[src/design/cidr_pkg.sv]
package cidr_pkg;
   // Core clock and time base; slow delays count 100 us ticks.
   localparam int CLK_PERIOD_NS = 10;
   localparam int TICK_US       = 100;
   localparam int TICK_CYC      = TICK_US * 1000 / CLK_PERIOD_NS;
   localparam int LINE_BAUD     = 1200;
   localparam int BIT_CYC       = 1000000000 / (LINE_BAUD * CLK_PERIOD_NS);

   // Dual-tone and call-progress timing, figures as printed.
   localparam int CAS_STEP_US   = 2800;
   localparam int CAS_ON_US     = 16900;
   localparam int CAS_OFF_US    = 13100;
   localparam int CPM_ON_MS     = 25;
   localparam int CPM_OFF_MS    = 30;
   localparam int CAS_STEP_TK   = CAS_STEP_US / TICK_US;
   localparam int CAS_ON_TK     = CAS_ON_US / TICK_US;
   localparam int CAS_OFF_TK    = CAS_OFF_US / TICK_US;
   localparam int CPM_ON_TK     = CPM_ON_MS * 1000 / TICK_US;
   localparam int CPM_OFF_TK    = CPM_OFF_MS * 1000 / TICK_US;
   localparam int N_MAX         = 31;

   // Control register map, written over the serial data input.
   localparam logic [3:0] ADDR_MODE      = 4'h0;
   localparam logic [3:0] ADDR_HOLD_LOW  = 4'h1;
   localparam logic [3:0] ADDR_HOLD_HIGH = 4'h2;
   localparam int         MODE_SYNC_BIT  = 0;
   localparam int         MODE_CPM_BIT   = 1;
   localparam int         MODE_BOOST_BIT = 2;
   localparam int         HOLD_HIGH_BIT  = 0;
   localparam logic [3:0] MODE_RST       = 4'h0;
   localparam logic [3:0] HOLD_LOW_RST   = 4'h0;
   localparam logic       HOLD_HIGH_RST  = 1'b0;

   // Order of the synchronised pin inputs.
   localparam int PIN_DEMOD  = 0;
   localparam int PIN_ACCESS = 1;
   localparam int PIN_SCLK   = 2;
   localparam int PIN_SDI    = 3;
   localparam int PIN_CAS    = 4;
   localparam int PIN_CPM    = 5;
   localparam int PIN_NUM    = 6;

   typedef struct packed {
      logic [3:0] data;
      logic [3:0] addr;
   } cidr_wr_type;

   typedef enum logic [1:0] {
      RX_IDLE = 2'b00,
      RX_BITS = 2'b01,
      RX_STOP = 2'b10,
      RX_HOLD = 2'b11
   } cidr_rx_type;

   typedef enum logic [1:0] {
      RD_EMPTY = 2'b00,
      RD_FULL  = 2'b01,
      RD_SYNC  = 2'b10,
      RD_ASYNC = 2'b11
   } cidr_rd_type;
endpackage : cidr_pkg

[src/design/cidr_serial_readout.sv]
`timescale 1ns/100ps
module cidr_serial_readout
   import cidr_pkg::*;
#(
   parameter int TICK_CYCLES = TICK_CYC,
   parameter int BIT_CYCLES  = BIT_CYC
) (
   input  wire logic clock_i,
   input  wire logic nrst_i,
   input  wire logic demod_data_i,
   input  wire logic access_select_0_i,
   input  wire logic serial_clk_i,
   input  wire logic serial_data_in_i,
   input  wire logic cas_tone_i,
   input  wire logic call_progress_tone_i,
   output logic      serial_data_out_o,
   output logic      data_ready_n_o,
   output logic      carrier_detect_n_o,
   output logic      boosted_level_mode_o
);

   function automatic logic [11:0] hold_ticks(input logic on,
                                              input logic [4:0] n);
      int t;
      t = on ? CAS_STEP_TK * (int'(n) + 2) + CAS_ON_TK
             : CAS_STEP_TK * (N_MAX - int'(n)) + CAS_OFF_TK;
      return t[11:0];
   endfunction : hold_ticks

   logic [PIN_NUM-1:0] sync1_q, sync2_q;
   logic               sclk_prev_q;
   genvar gi;
   generate
      for (gi = 0; gi < PIN_NUM; gi++) begin : g_sync
         always_ff @(posedge clock_i or negedge nrst_i) begin
            if (!nrst_i) begin
               // Each stage starts at its pin's idle level, so no false edge.
               sync1_q[gi] <= (gi == PIN_CAS || gi == PIN_CPM) ? 1'b0 : 1'b1;
               sync2_q[gi] <= (gi == PIN_CAS || gi == PIN_CPM) ? 1'b0 : 1'b1;
            end else begin
               sync1_q[gi] <= gi == PIN_DEMOD ? demod_data_i
                            : gi == PIN_ACCESS ? access_select_0_i
                            : gi == PIN_SCLK ? serial_clk_i
                            : gi == PIN_SDI ? serial_data_in_i
                            : gi == PIN_CAS ? cas_tone_i
                            : call_progress_tone_i;
               sync2_q[gi] <= sync1_q[gi];
            end
         end
      end
   endgenerate

   always_ff @(posedge clock_i or negedge nrst_i) begin
      if (!nrst_i) sclk_prev_q <= 1'b1;
      else         sclk_prev_q <= sync2_q[PIN_SCLK];
   end

   logic sclk_rise, sclk_fall, access_lo;
   assign sclk_rise = sync2_q[PIN_SCLK] & ~sclk_prev_q;
   assign sclk_fall = ~sync2_q[PIN_SCLK] & sclk_prev_q;
   assign access_lo = ~sync2_q[PIN_ACCESS];

   // Control register writes.
   logic [3:0]  mode_q, hold_low_q;
   logic        hold_high_q, armed_q;
   logic [2:0]  wcnt_q;
   cidr_wr_type wr_q, wr_next;
   logic [4:0]  thresh;
   assign thresh  = {hold_high_q, hold_low_q};
   assign wr_next = {sync2_q[PIN_SDI], wr_q[7:1]};

   always_ff @(posedge clock_i or negedge nrst_i) begin
      if (!nrst_i) begin
         armed_q <= 1'b0;
         wcnt_q  <= 3'h0;
         wr_q    <= '0;
      end else if (access_lo) begin
         armed_q <= 1'b1;
         wcnt_q  <= 3'h0;
      end else if (armed_q && sclk_rise) begin
         wr_q   <= wr_next;
         wcnt_q <= wcnt_q + 3'h1;
      end
   end

   always_ff @(posedge clock_i or negedge nrst_i) begin
      if (!nrst_i) begin
         mode_q      <= MODE_RST;
         hold_low_q  <= HOLD_LOW_RST;
         hold_high_q <= HOLD_HIGH_RST;
      end else if (!access_lo && armed_q && sclk_rise && wcnt_q == 3'h7) begin
         // Last data bit completes the frame; address sits in the low half.
         case (wr_next.addr)
            ADDR_MODE:      mode_q      <= wr_next.data;
            ADDR_HOLD_LOW:  hold_low_q  <= wr_next.data;
            ADDR_HOLD_HIGH: hold_high_q <= wr_next.data[HOLD_HIGH_BIT];
            default: ;
         endcase
      end
   end

   // Slow time base shared by the tone detectors.
   logic [19:0] tick_cnt_q;
   logic        tick;
   assign tick = tick_cnt_q == 20'(TICK_CYCLES - 1);
   always_ff @(posedge clock_i or negedge nrst_i) begin
      if (!nrst_i)   tick_cnt_q <= 20'h0;
      else if (tick) tick_cnt_q <= 20'h0;
      else           tick_cnt_q <= tick_cnt_q + 20'h1;
   end

   // Dual-tone detect; a tone shorter than the hold never reaches the pin.
   logic [11:0] cas_cnt_q, cpm_cnt_q;
   logic        cd_n_q, cpm_det_q;
   always_ff @(posedge clock_i or negedge nrst_i) begin
      if (!nrst_i) begin
         cd_n_q    <= 1'b1;
         cas_cnt_q <= 12'h0;
      end else if (sync2_q[PIN_CAS] != cd_n_q) begin
         cas_cnt_q <= 12'h0;
      end else if (tick) begin
         if (cas_cnt_q + 12'h1 >= hold_ticks(cd_n_q, thresh)) begin
            cd_n_q    <= ~cd_n_q;
            cas_cnt_q <= 12'h0;
         end else begin
            cas_cnt_q <= cas_cnt_q + 12'h1;
         end
      end
   end

   always_ff @(posedge clock_i or negedge nrst_i) begin
      if (!nrst_i) begin
         cpm_det_q <= 1'b0;
         cpm_cnt_q <= 12'h0;
      end else if (sync2_q[PIN_CPM] == cpm_det_q) begin
         cpm_cnt_q <= 12'h0;
      end else if (tick) begin
         if (cpm_cnt_q + 12'h1 >=
             12'(cpm_det_q ? CPM_OFF_TK : CPM_ON_TK)) begin
            cpm_det_q <= ~cpm_det_q;
            cpm_cnt_q <= 12'h0;
         end else begin
            cpm_cnt_q <= cpm_cnt_q + 12'h1;
         end
      end
   end

   // Character receiver; it waits in hold while the buffer is full.
   cidr_rx_type rx_q;
   logic [19:0] rx_cnt_q;
   logic [3:0]  rx_bit_q;
   logic [7:0]  rx_byte_q;
   logic        buf_ready, buf_valid;
   always_ff @(posedge clock_i or negedge nrst_i) begin
      if (!nrst_i) begin
         rx_q      <= RX_IDLE;
         rx_cnt_q  <= 20'h0;
         rx_bit_q  <= 4'h0;
         rx_byte_q <= 8'h00;
      end else begin
         rx_cnt_q <= rx_cnt_q - 20'h1;
         case (rx_q)
            RX_IDLE: if (!sync2_q[PIN_DEMOD]) begin
               rx_q     <= RX_BITS;
               rx_bit_q <= 4'h0;
               rx_cnt_q <= 20'(BIT_CYCLES + BIT_CYCLES / 2);
            end
            RX_BITS: if (rx_cnt_q == 20'h0) begin
               rx_byte_q <= {sync2_q[PIN_DEMOD], rx_byte_q[7:1]};
               rx_bit_q  <= rx_bit_q + 4'h1;
               rx_cnt_q  <= 20'(BIT_CYCLES - 1);
               if (rx_bit_q == 4'h7) rx_q <= RX_STOP;
            end
            RX_STOP: if (rx_cnt_q == 20'h0) begin
               rx_q <= sync2_q[PIN_DEMOD] ? RX_HOLD : RX_IDLE;
            end
            RX_HOLD: if (buf_ready) rx_q <= RX_IDLE;
            default: rx_q <= RX_IDLE;
         endcase
      end
   end

   // Two-entry buffer between receiver and readout register.
   logic [7:0] buf_mem_q [2];
   logic       buf_wp_q, buf_rp_q;
   logic [1:0] buf_cnt_q;
   logic       push, pop;
   cidr_rd_type rd_q;
   assign buf_ready = buf_cnt_q != 2'h2;
   assign buf_valid = buf_cnt_q != 2'h0;
   assign push      = rx_q == RX_HOLD && buf_ready;
   assign pop       = rd_q == RD_EMPTY && buf_valid;
   always_ff @(posedge clock_i or negedge nrst_i) begin
      if (!nrst_i) begin
         buf_wp_q  <= 1'b0;
         buf_rp_q  <= 1'b0;
         buf_cnt_q <= 2'h0;
         buf_mem_q <= '{8'h00, 8'h00};
      end else begin
         if (push) begin
            buf_mem_q[buf_wp_q] <= rx_byte_q;
            buf_wp_q            <= ~buf_wp_q;
         end
         if (pop) buf_rp_q <= ~buf_rp_q;
         buf_cnt_q <= buf_cnt_q + 2'(push) - 2'(pop);
      end
   end

   // Readout of the held byte.
   logic [7:0]  shreg_q;
   logic [3:0]  rd_bit_q;
   logic [19:0] tx_cnt_q;
   logic        sdo_q;
   always_ff @(posedge clock_i or negedge nrst_i) begin
      if (!nrst_i) begin
         rd_q     <= RD_EMPTY;
         shreg_q  <= 8'h00;
         rd_bit_q <= 4'h0;
         tx_cnt_q <= 20'h0;
         sdo_q    <= 1'b1;
      end else begin
         tx_cnt_q <= tx_cnt_q - 20'h1;
         // A released select puts the data pin back to its idle level unless an async readout is running.
         if (!access_lo && rd_q != RD_ASYNC) sdo_q <= 1'b1;
         case (rd_q)
            RD_EMPTY: if (buf_valid) begin
               // Loading only when empty keeps the byte steady during readout.
               shreg_q <= buf_mem_q[buf_rp_q];
               rd_q    <= RD_FULL;
            end
            RD_FULL: if (access_lo && mode_q[MODE_SYNC_BIT]) begin
               rd_q     <= RD_SYNC;
               rd_bit_q <= 4'h0;
            end else if (access_lo) begin
               rd_q     <= RD_ASYNC;
               rd_bit_q <= 4'h0;
               sdo_q    <= 1'b0;
               tx_cnt_q <= 20'(BIT_CYCLES - 1);
            end
            RD_SYNC: if (!access_lo) begin
               rd_q <= RD_FULL;
            end else if (sclk_fall) begin
               sdo_q <= shreg_q[rd_bit_q[2:0]];
            end else if (sclk_rise) begin
               rd_bit_q <= rd_bit_q + 4'h1;
               if (rd_bit_q == 4'h7) rd_q <= RD_EMPTY;
            end
            RD_ASYNC: if (tx_cnt_q == 20'h0) begin
               tx_cnt_q <= 20'(BIT_CYCLES - 1);
               rd_bit_q <= rd_bit_q + 4'h1;
               if (rd_bit_q == 4'h9) begin
                  rd_q  <= RD_EMPTY;
                  sdo_q <= 1'b1;
               end else begin
                  sdo_q <= rd_bit_q == 4'h8 ? 1'b1
                                            : shreg_q[rd_bit_q[2:0]];
               end
            end
            default: rd_q <= RD_EMPTY;
         endcase
      end
   end

   // Output flops; call-progress mode lends the data-ready pin to the tone.
   logic irq_n_q, boost_q;
   always_ff @(posedge clock_i or negedge nrst_i) begin
      if (!nrst_i) begin
         irq_n_q <= 1'b1;
         boost_q <= 1'b0;
      end else begin
         irq_n_q <= mode_q[MODE_CPM_BIT] ? ~cpm_det_q
                                         : rd_q == RD_EMPTY;
         boost_q <= mode_q[MODE_BOOST_BIT];
      end
   end

   assign serial_data_out_o    = sdo_q;
   assign data_ready_n_o       = irq_n_q;
   assign carrier_detect_n_o   = cd_n_q;
   assign boosted_level_mode_o = boost_q;

endmodule : cidr_serial_readout

[config.mk]
export PLATFORM = sky130hd
export DESIGN_NAME = cidr_serial_readout
export DESIGN_NICKNAME = d
export VERILOG_FILES = /design/src/design/cidr_pkg.sv /design/src/design/cidr_serial_readout.sv
export SDC_FILE = /design/constraint.sdc
export NUM_CORES = 1
export LEC_CHECK = 0
export BUFFER_PORTS_ARGS = -buffer_cell sky130_fd_sc_hd__buf_2
export CORE_MARGIN = 2
export CORE_UTILIZATION = 35
export DETAILED_ROUTE_END_ITERATION = 8
export PLACE_DENSITY = 0.46
export SKIP_CTS_REPAIR_TIMING = 1
export SYNTH_ARGS = -nofsm -noshare
export SYNTH_HDL_FRONTEND = slang
export SYNTH_SLANG_ARGS = --single-unit
[constraint.sdc]
create_clock -name clock_i -period 13.9 [get_ports clock_i]
set_clock_uncertainty 0.15 [all_clocks]
set_input_delay 2.78 -clock clock_i [delete_from_list [all_inputs] [get_ports clock_i]]
set_output_delay 2.78 -clock clock_i [all_outputs]
set_load 0.02 [all_outputs]
; Yosys cells after proc, flatten, opt, wreduce, memory -nomap -nowiden
; Cells that the tools add are included.
[totals]
output_inout_bits = 4
inputBits = 8
elab_cells = 204
register_bits = 170
[op_classes]
mul = 2
n_addsub = 14
n_lt_le_gt_ge = 6
n_reduce_logical = 31
eq_ne = 34
muxes = 63
n_bitwise = 13
[ops]
columns = op, count
row1 = 20-bit two-way mux, 6
row2 = 12-bit two-way mux, 7
row3 = 20-bit one-hot mux with 2 select lines, 2
row4 = 20-bit logical NOT, 2
row5 = "20-bit by 1-bit subtractor with 20-bit output, second input constant", 2
row6 = 4-bit two-way mux, 8
row7 = 8-bit two-way mux, 4
row8 = 2-bit two-way mux, 15
row9 = "2-bit != test, second input constant", 13
row10 = "12-bit by 1-bit adder with 12-bit output, second input constant", 2
row11 = "20-bit by 1-bit adder with 20-bit output, second input constant", 1
row12 = "20-bit by 14-bit == test with 1-bit output, second input constant", 1
row13 = 16-bit bitwise mux, 1
row14 = 2-bit one-hot mux with 4 select lines, 2
row15 = "11-bit by 8-bit adder with 12-bit output, second input constant", 1
row16 = "12-bit by 9-bit adder with 12-bit output, second input constant", 1
row17 = 12-bit greater-or-equal comparator, 1
row18 = 12-bit by 9-bit greater-or-equal comparator with 1-bit output, 1
row19 = "3-bit != test, second input constant", 4
row20 = 4-bit one-hot mux with 3 select lines, 1
row21 = 2-bit AND reduction, 6
row22 = "4-bit by 6-bit multiplier with 10-bit output, first input constant", 1
row23 = 1-bit two-way mux, 10
row24 = 1-bit logical AND, 9
row25 = other kinds (37), 62

; Longest topological paths before layout
[logic_depth]
depth_word = 8
ltp_mapped = 22
mapped_depth_nobuf = 21

; Worst setup path after synthesis
; OpenSTA, ideal clock, no wires.
[synth_timing]
kind = reg-to-reg
from = reg hold_low_q[2]
to = reg cas_cnt_q[10]
path_buffers = 1
period_less_slack_ns = 4.718
setup_time_ns = 0.066
arrival_ns = 4.503
path_stages_with_launch = 19
required_ns = 13.684
slack_ns = 9.182
path_cell_list = dfrtp_1 inv_1 ha_1 inv_1 fa_1 inv_1 ha_1 a21oi_1 o21a_1 o311ai_0 a311oi_1 or3_1 ha_1 a21o_1 a21oi_1 and3_1 clkbuf_1 and2_1 a22o_1
[synth_between]
elab_chain_cells = 8
elab_cells_between_ends = 11
classes_between = 4 x add/sub / 2 x mul / 1 x order compare / 4 x mux
[synth_lines]
columns = item, line
row1 = "start, declared", cidr_serial_readout.sv:64  ; logic [3:0] mode_q, hold_low_q;
row2 = "start signal, assigned", cidr_serial_readout.sv:95  ; ADDR_HOLD_LOW: hold_low_q <= wr_next.data;
row3 = 5-bit by 5-bit subtractor with 6-bit output / 5-bit by 2-bit adder with 6-bit output (equally long branches), "cidr_serial_readout.sv:26, cidr_serial_readout.sv:25"
row4 = 4-bit by 6-bit multiplier with 10-bit output / 3-bit by 6-bit multiplier with 9-bit output (equally long branches), "cidr_serial_readout.sv:26, cidr_serial_readout.sv:25"
row5 = 12-bit by 9-bit adder with 12-bit output / 11-bit by 8-bit adder with 12-bit output (equally long branches), "cidr_serial_readout.sv:26, cidr_serial_readout.sv:25"
row6 = 12-bit two-way mux (*), cidr_serial_readout.sv:25  ; t = on ? CAS_STEP_TK * (int'(n) + 2) + CAS_ON_TK
row7 = 12-bit greater-or-equal comparator (*), cidr_serial_readout.sv:122  ; if (cas_cnt_q + 12'h1 >= hold_ticks(cd_n_q, thresh)) begin
row8 = 12-bit two-way mux (*), cidr_serial_readout.sv:122
row9 = 12-bit two-way mux (*), cidr_serial_readout.sv:121  ; end else if (tick) begin
row10 = 12-bit two-way mux (*), cidr_serial_readout.sv:119  ; end else if (sync2_q[PIN_CAS] != cd_n_q) begin
row11 = "end signal, assigned", cidr_serial_readout.sv:126  ; cas_cnt_q <= cas_cnt_q + 12'h1;
row12 = "end, declared", cidr_serial_readout.sv:113  ; logic [11:0] cas_cnt_q, cpm_cnt_q;
; Every way passes the cells marked *; elsewhere a longest branch is shown, timed or not. The select of a mux whose other input is x is not followed.
; A chain may end at the register's enable or synchronous reset.

; Final worst setup path
; Same ends and word-level chain as after synthesis.

==> metrics.log <==
[metrics] cell types with the largest area share after synthesis: sky130_fd_sc_hd__dfrtp_1 42%, sky130_fd_sc_hd__ha_1 7.3%, sky130_fd_sc_hd__xnor2_1 4.9%, sky130_fd_sc_hd__nand2_1 4.5%, sky130_fd_sc_hd__mux2_2 4.0%
[metrics] H-tree depth: 4
[metrics] type of the setup path with the least slack: reg2reg
[metrics] Remaining DRCs: 0
[metrics] Synth Net Count: ~1000
[metrics] adder-cell share of the synthesized area: 8.38%
[metrics] area share of the leading cell type in the synthesized netlist: between 40% and 50%
[metrics] CP endpoint kind: register
[metrics] Pre-antenna DRT Iters: 7
[metrics] clock buffers created by TritonCTS: 17
[metrics] Final #Nets: between 1000 and 1500
[metrics] Switching Fraction: between 20% and 30%
[metrics] aggregate global routing overflow: 0
[metrics] via density per instance: 4.91
[metrics] vias in the first global route: approximately 6300
[metrics] Worst Path Max Fanout: 9
[metrics] series of cell instances along the critical path: inv_1 -> ha_1 -> inv_1 -> fa_1 -> inv_1 -> ha_1 -> a21oi_1 -> o21a_1 -> o311ai_0 -> a311oi_1 -> or3_1 -> ha_1 -> a21o_1 -> a21oi_1 -> and3_1 -> and2_1 -> a22o_1
[metrics] least setup slack across all paths after layout: slightly below 9000 ps
[metrics] result of the run: completed
[metrics] category of the worst setup path launch point: register
[metrics] required time of the worst setup path: between 10000 and 15000 ps
[metrics] layout-stage area growth over the synthesis result: 11.1%
[metrics] final critical-path required period: between 5000 and 6000 ps
[metrics] peak supply drop: 0.0892 mV
[metrics] clock tree from TritonCTS: done
[metrics] antenna violations before repair: 0
[metrics] I/O Pins: 12
[metrics] area fraction in compound gates after synthesis: under 10%
[metrics] vias post-DR: 6315
[metrics] estimated wirelength of the detail-placed design: 12200 um
[metrics] cell internal power dissipation: slightly below 0.8 mW
[metrics] fraction of registers with async set/reset: 100%
[metrics] Gate power share: 2.3%
[metrics] biggest area consumer among synthesized cells: sky130_fd_sc_hd__dfrtp_1
[metrics] sequential share of power: 49.4%
[metrics] worst-skew pair later-pin latency: around 430 ps
[metrics] share of post-route cells with drive strength above 1: ~12%
[metrics] final hold violation count: 0
[metrics] post-synthesis area per instance: about 10 um2
[metrics] Core ar.: ~26000 um2
[metrics] CP arrival: 5340 ps
[metrics] period utilisation layout: 36.8%
[metrics] sequential area share after synthesis: a little under half
[metrics] total wire length after detailed routing: ~18000 um
[metrics] Simple-Gate Fraction of Synth Area: 20.3%
[metrics] Root Buffer: sky130_fd_sc_hd__clkbuf_16
[metrics] slew of the pin with the lowest slew margin: about 1000 ps
[metrics] Final Wtd Congestion: between 0.7 and 0.8
[metrics] total global-route track usage: roughly 13%
[metrics] stage delay of the slowest cell on the critical path: around 600 ps
[metrics] count of max-cap constraint violations: 0
[metrics] share of power burned in the clock network: slightly below 50%
[metrics] sum of negative setup slack: 0 ps
[metrics] die footprint: between 20000 and 30000 um2
[metrics] Wirelength per Cell: about 14 um
[metrics] # port buffers: 11
[metrics] Worst Hold Class: reg2reg
[metrics] first-pass GRT wire length: ~31000 um
[metrics] worst slack at placement: between 8000 and 9000 ps
[metrics] power dissipated by switching net loads: 0.250 mW
[metrics] synth unique cells: between 60 and 70
[metrics] unrepaired setup endpoints after global routing: false
[metrics] final count of pins violating max slew: 0
[metrics] most frequent standard cell in the layout excluding fill and tap cells: sky130_fd_sc_hd__dfrtp_1
[metrics] count of antenna-violating nets left after detailed routing: 0
[metrics] Synth Register Bits: between 150 and 200
[metrics] horizontal die dimension: 167 um
[metrics] Max Buffers Root-to-Sink: 2
[metrics] cell leakage power: ~4.7 nW
[metrics] leading register cell type out of synthesis: sky130_fd_sc_hd__dfrtp_1
[metrics] Crit-path slowest cell: sky130_fd_sc_hd__fa_1
[metrics] Synth warnings: 0
[metrics] effective utilization at floorplan: between 30 and 40%
[metrics] number of rows in the core area: 59
[metrics] highest clock frequency the design can meet: just under 0.2 GHz
[metrics] leading cell types in the layout, fill and taps excluded: 157 x sky130_fd_sc_hd__dfrtp_1, 111 x sky130_fd_sc_hd__nand2_1, 90 x sky130_fd_sc_hd__nor2_1, 54 x sky130_fd_sc_hd__ha_1, 52 x sky130_fd_sc_hd__xnor2_1
[metrics] XOR/XNOR share of the synthesized area: 7.75%
[metrics] largest net degree at the start of global routing: 97
[metrics] number of standard cells after synthesis: 929
[metrics] register clock-pin slew on the reported worst setup and hold paths: 80 ps
[metrics] number of synthesized flops with an enable pin: 0
[metrics] Max transition margin: between 30% and 40%
[metrics] mux share of post-synthesis cell area: just under 6%
[metrics] Antenna Cells: 0
[metrics] TritonCTS Sinks: 169
[metrics] final-report setup violation count: 0
[metrics] areal power density over the cells: between 100 and 150 nW/um2
[metrics] main combinational cell family by area after synthesis: simple AND/OR/NAND/NOR gates
[metrics] vertical extent of the die: roughly 170 um
[metrics] DR iter-0 viols: 216
[metrics] total standard cell area after synthesis: roughly 9000 um2
## flip-flops by register name (all words and copies together) (netlist names), 2 cells and up
| signal | count |
|---|---|
| buf_cnt_q | 2 |
| sync1_q | 6 |
| cas_cnt_q | 12 |
| rd_q | 2 |
| rx_byte_q | 8 |
| tx_cnt_q | 20 |
| hold_low_q | 4 |
| mode_q | 3 |
| wcnt_q | 3 |
| tick_cnt_q | 20 |
| rd_bit_q | 4 |
| sync2_q | 6 |
| shreg_q | 8 |
| cpm_cnt_q | 12 |
| buf_mem_q | 16 |
| rx_bit_q | 4 |
| wr_next | 7 |
| rx_cnt_q | 20 |
| rx_q | 2 |
## logic make-up after synthesis
| logic type | after synthesis |
|---|---|
| adder cells (fa/ha/maj) | 59 |
| flip-flops | 169 |
| AND/OR/NAND/NOR | 377 |
| XOR/XNOR | 82 |
| AO/OA/AOI/OAI | 128 |
| multiplexers | 47 |
| buffers and inverters | 67 |
## final cells by class
class                   instances  area, um2
clock buffers                  17        425
clock inverters                15        205
fillers                      2593      15700
inverters                      43        161
multi-input cells             693       4750
flip-flops and latches        169       4240
well taps                     335        419
repair buffers                 14       83.8
## metrics by stage
step	total power, mW	instance area [um2]	hold WS (ps)	std cells	util (%)
floorplan	0.531	9260	181	929	-
global placement	0.547	9650	183	1254	37.2
detailed placement	0.547	9650	185	1254	37.2
CTS	1.06	10300	192	1286	39.6
global route	1.08	10300	204	1286	39.6
finish	1.04	10300	195	1286	39.6
## cells in the mapped netlist, drive strengths merged, types with 14 or more instances
master,n
a21oi,34
and3,14
clkbuf,20
dfrtp,157
ha,54
inv,43
mux2,33
nand2,111
nand3,31
nand4,16
nor2,90
nor2b,16
nor3,25
nor4,14
o21ai,31
xnor2,52
xor2,30
## worst paths after layout
check                      cells past startpoint  slack, ps     startpoint            end
max                                           17       8790  hold_low_q[2]  cas_cnt_q[10]
min                                            0        190     sync1_q[5]     sync2_q[5]
max reg2reg                                   17       8790  hold_low_q[2]  cas_cnt_q[10]
min reg2reg                                    0        190     sync1_q[5]     sync2_q[5]
max in group asynchronous                      2       9810         nrst_i     wr_next[0]
min in group asynchronous                      1       2310         nrst_i   rx_byte_q[7]
## critical path: cells and delay by family, from the launching register on
| family | cells | cell delay [ps] |
|---|---|---|
| buffers and inverters | 3 | 290 |
| DFF | 1 | 460 |
| AOI/OAI and AO/OA | 7 | 1550 |
| and+or+nand+nor | 3 | 1030 |
| adders and majority gates | 4 | 1560 |
## power groups by stage
stage                     combinational (mW)  sequential, mW  clock (mW)
after floorplan                       0.0121           0.519           0
after global placement                0.0250           0.522           0
after detailed placement              0.0251           0.522           0
after CTS                             0.0254           0.513       0.521
after global routing                  0.0277           0.515       0.540
final                                 0.0239           0.513       0.502
## layer usage
metal  GRT usage [%]  wire [um]  up-vias
met5               0          0        -
met4            4.05        187        0
met3            2.14        297        9
met2            21.1       8000       39
met1            19.2       9180     3029
li1                -          -     3238
Note: power is estimated with default switching activity, not from simulation.
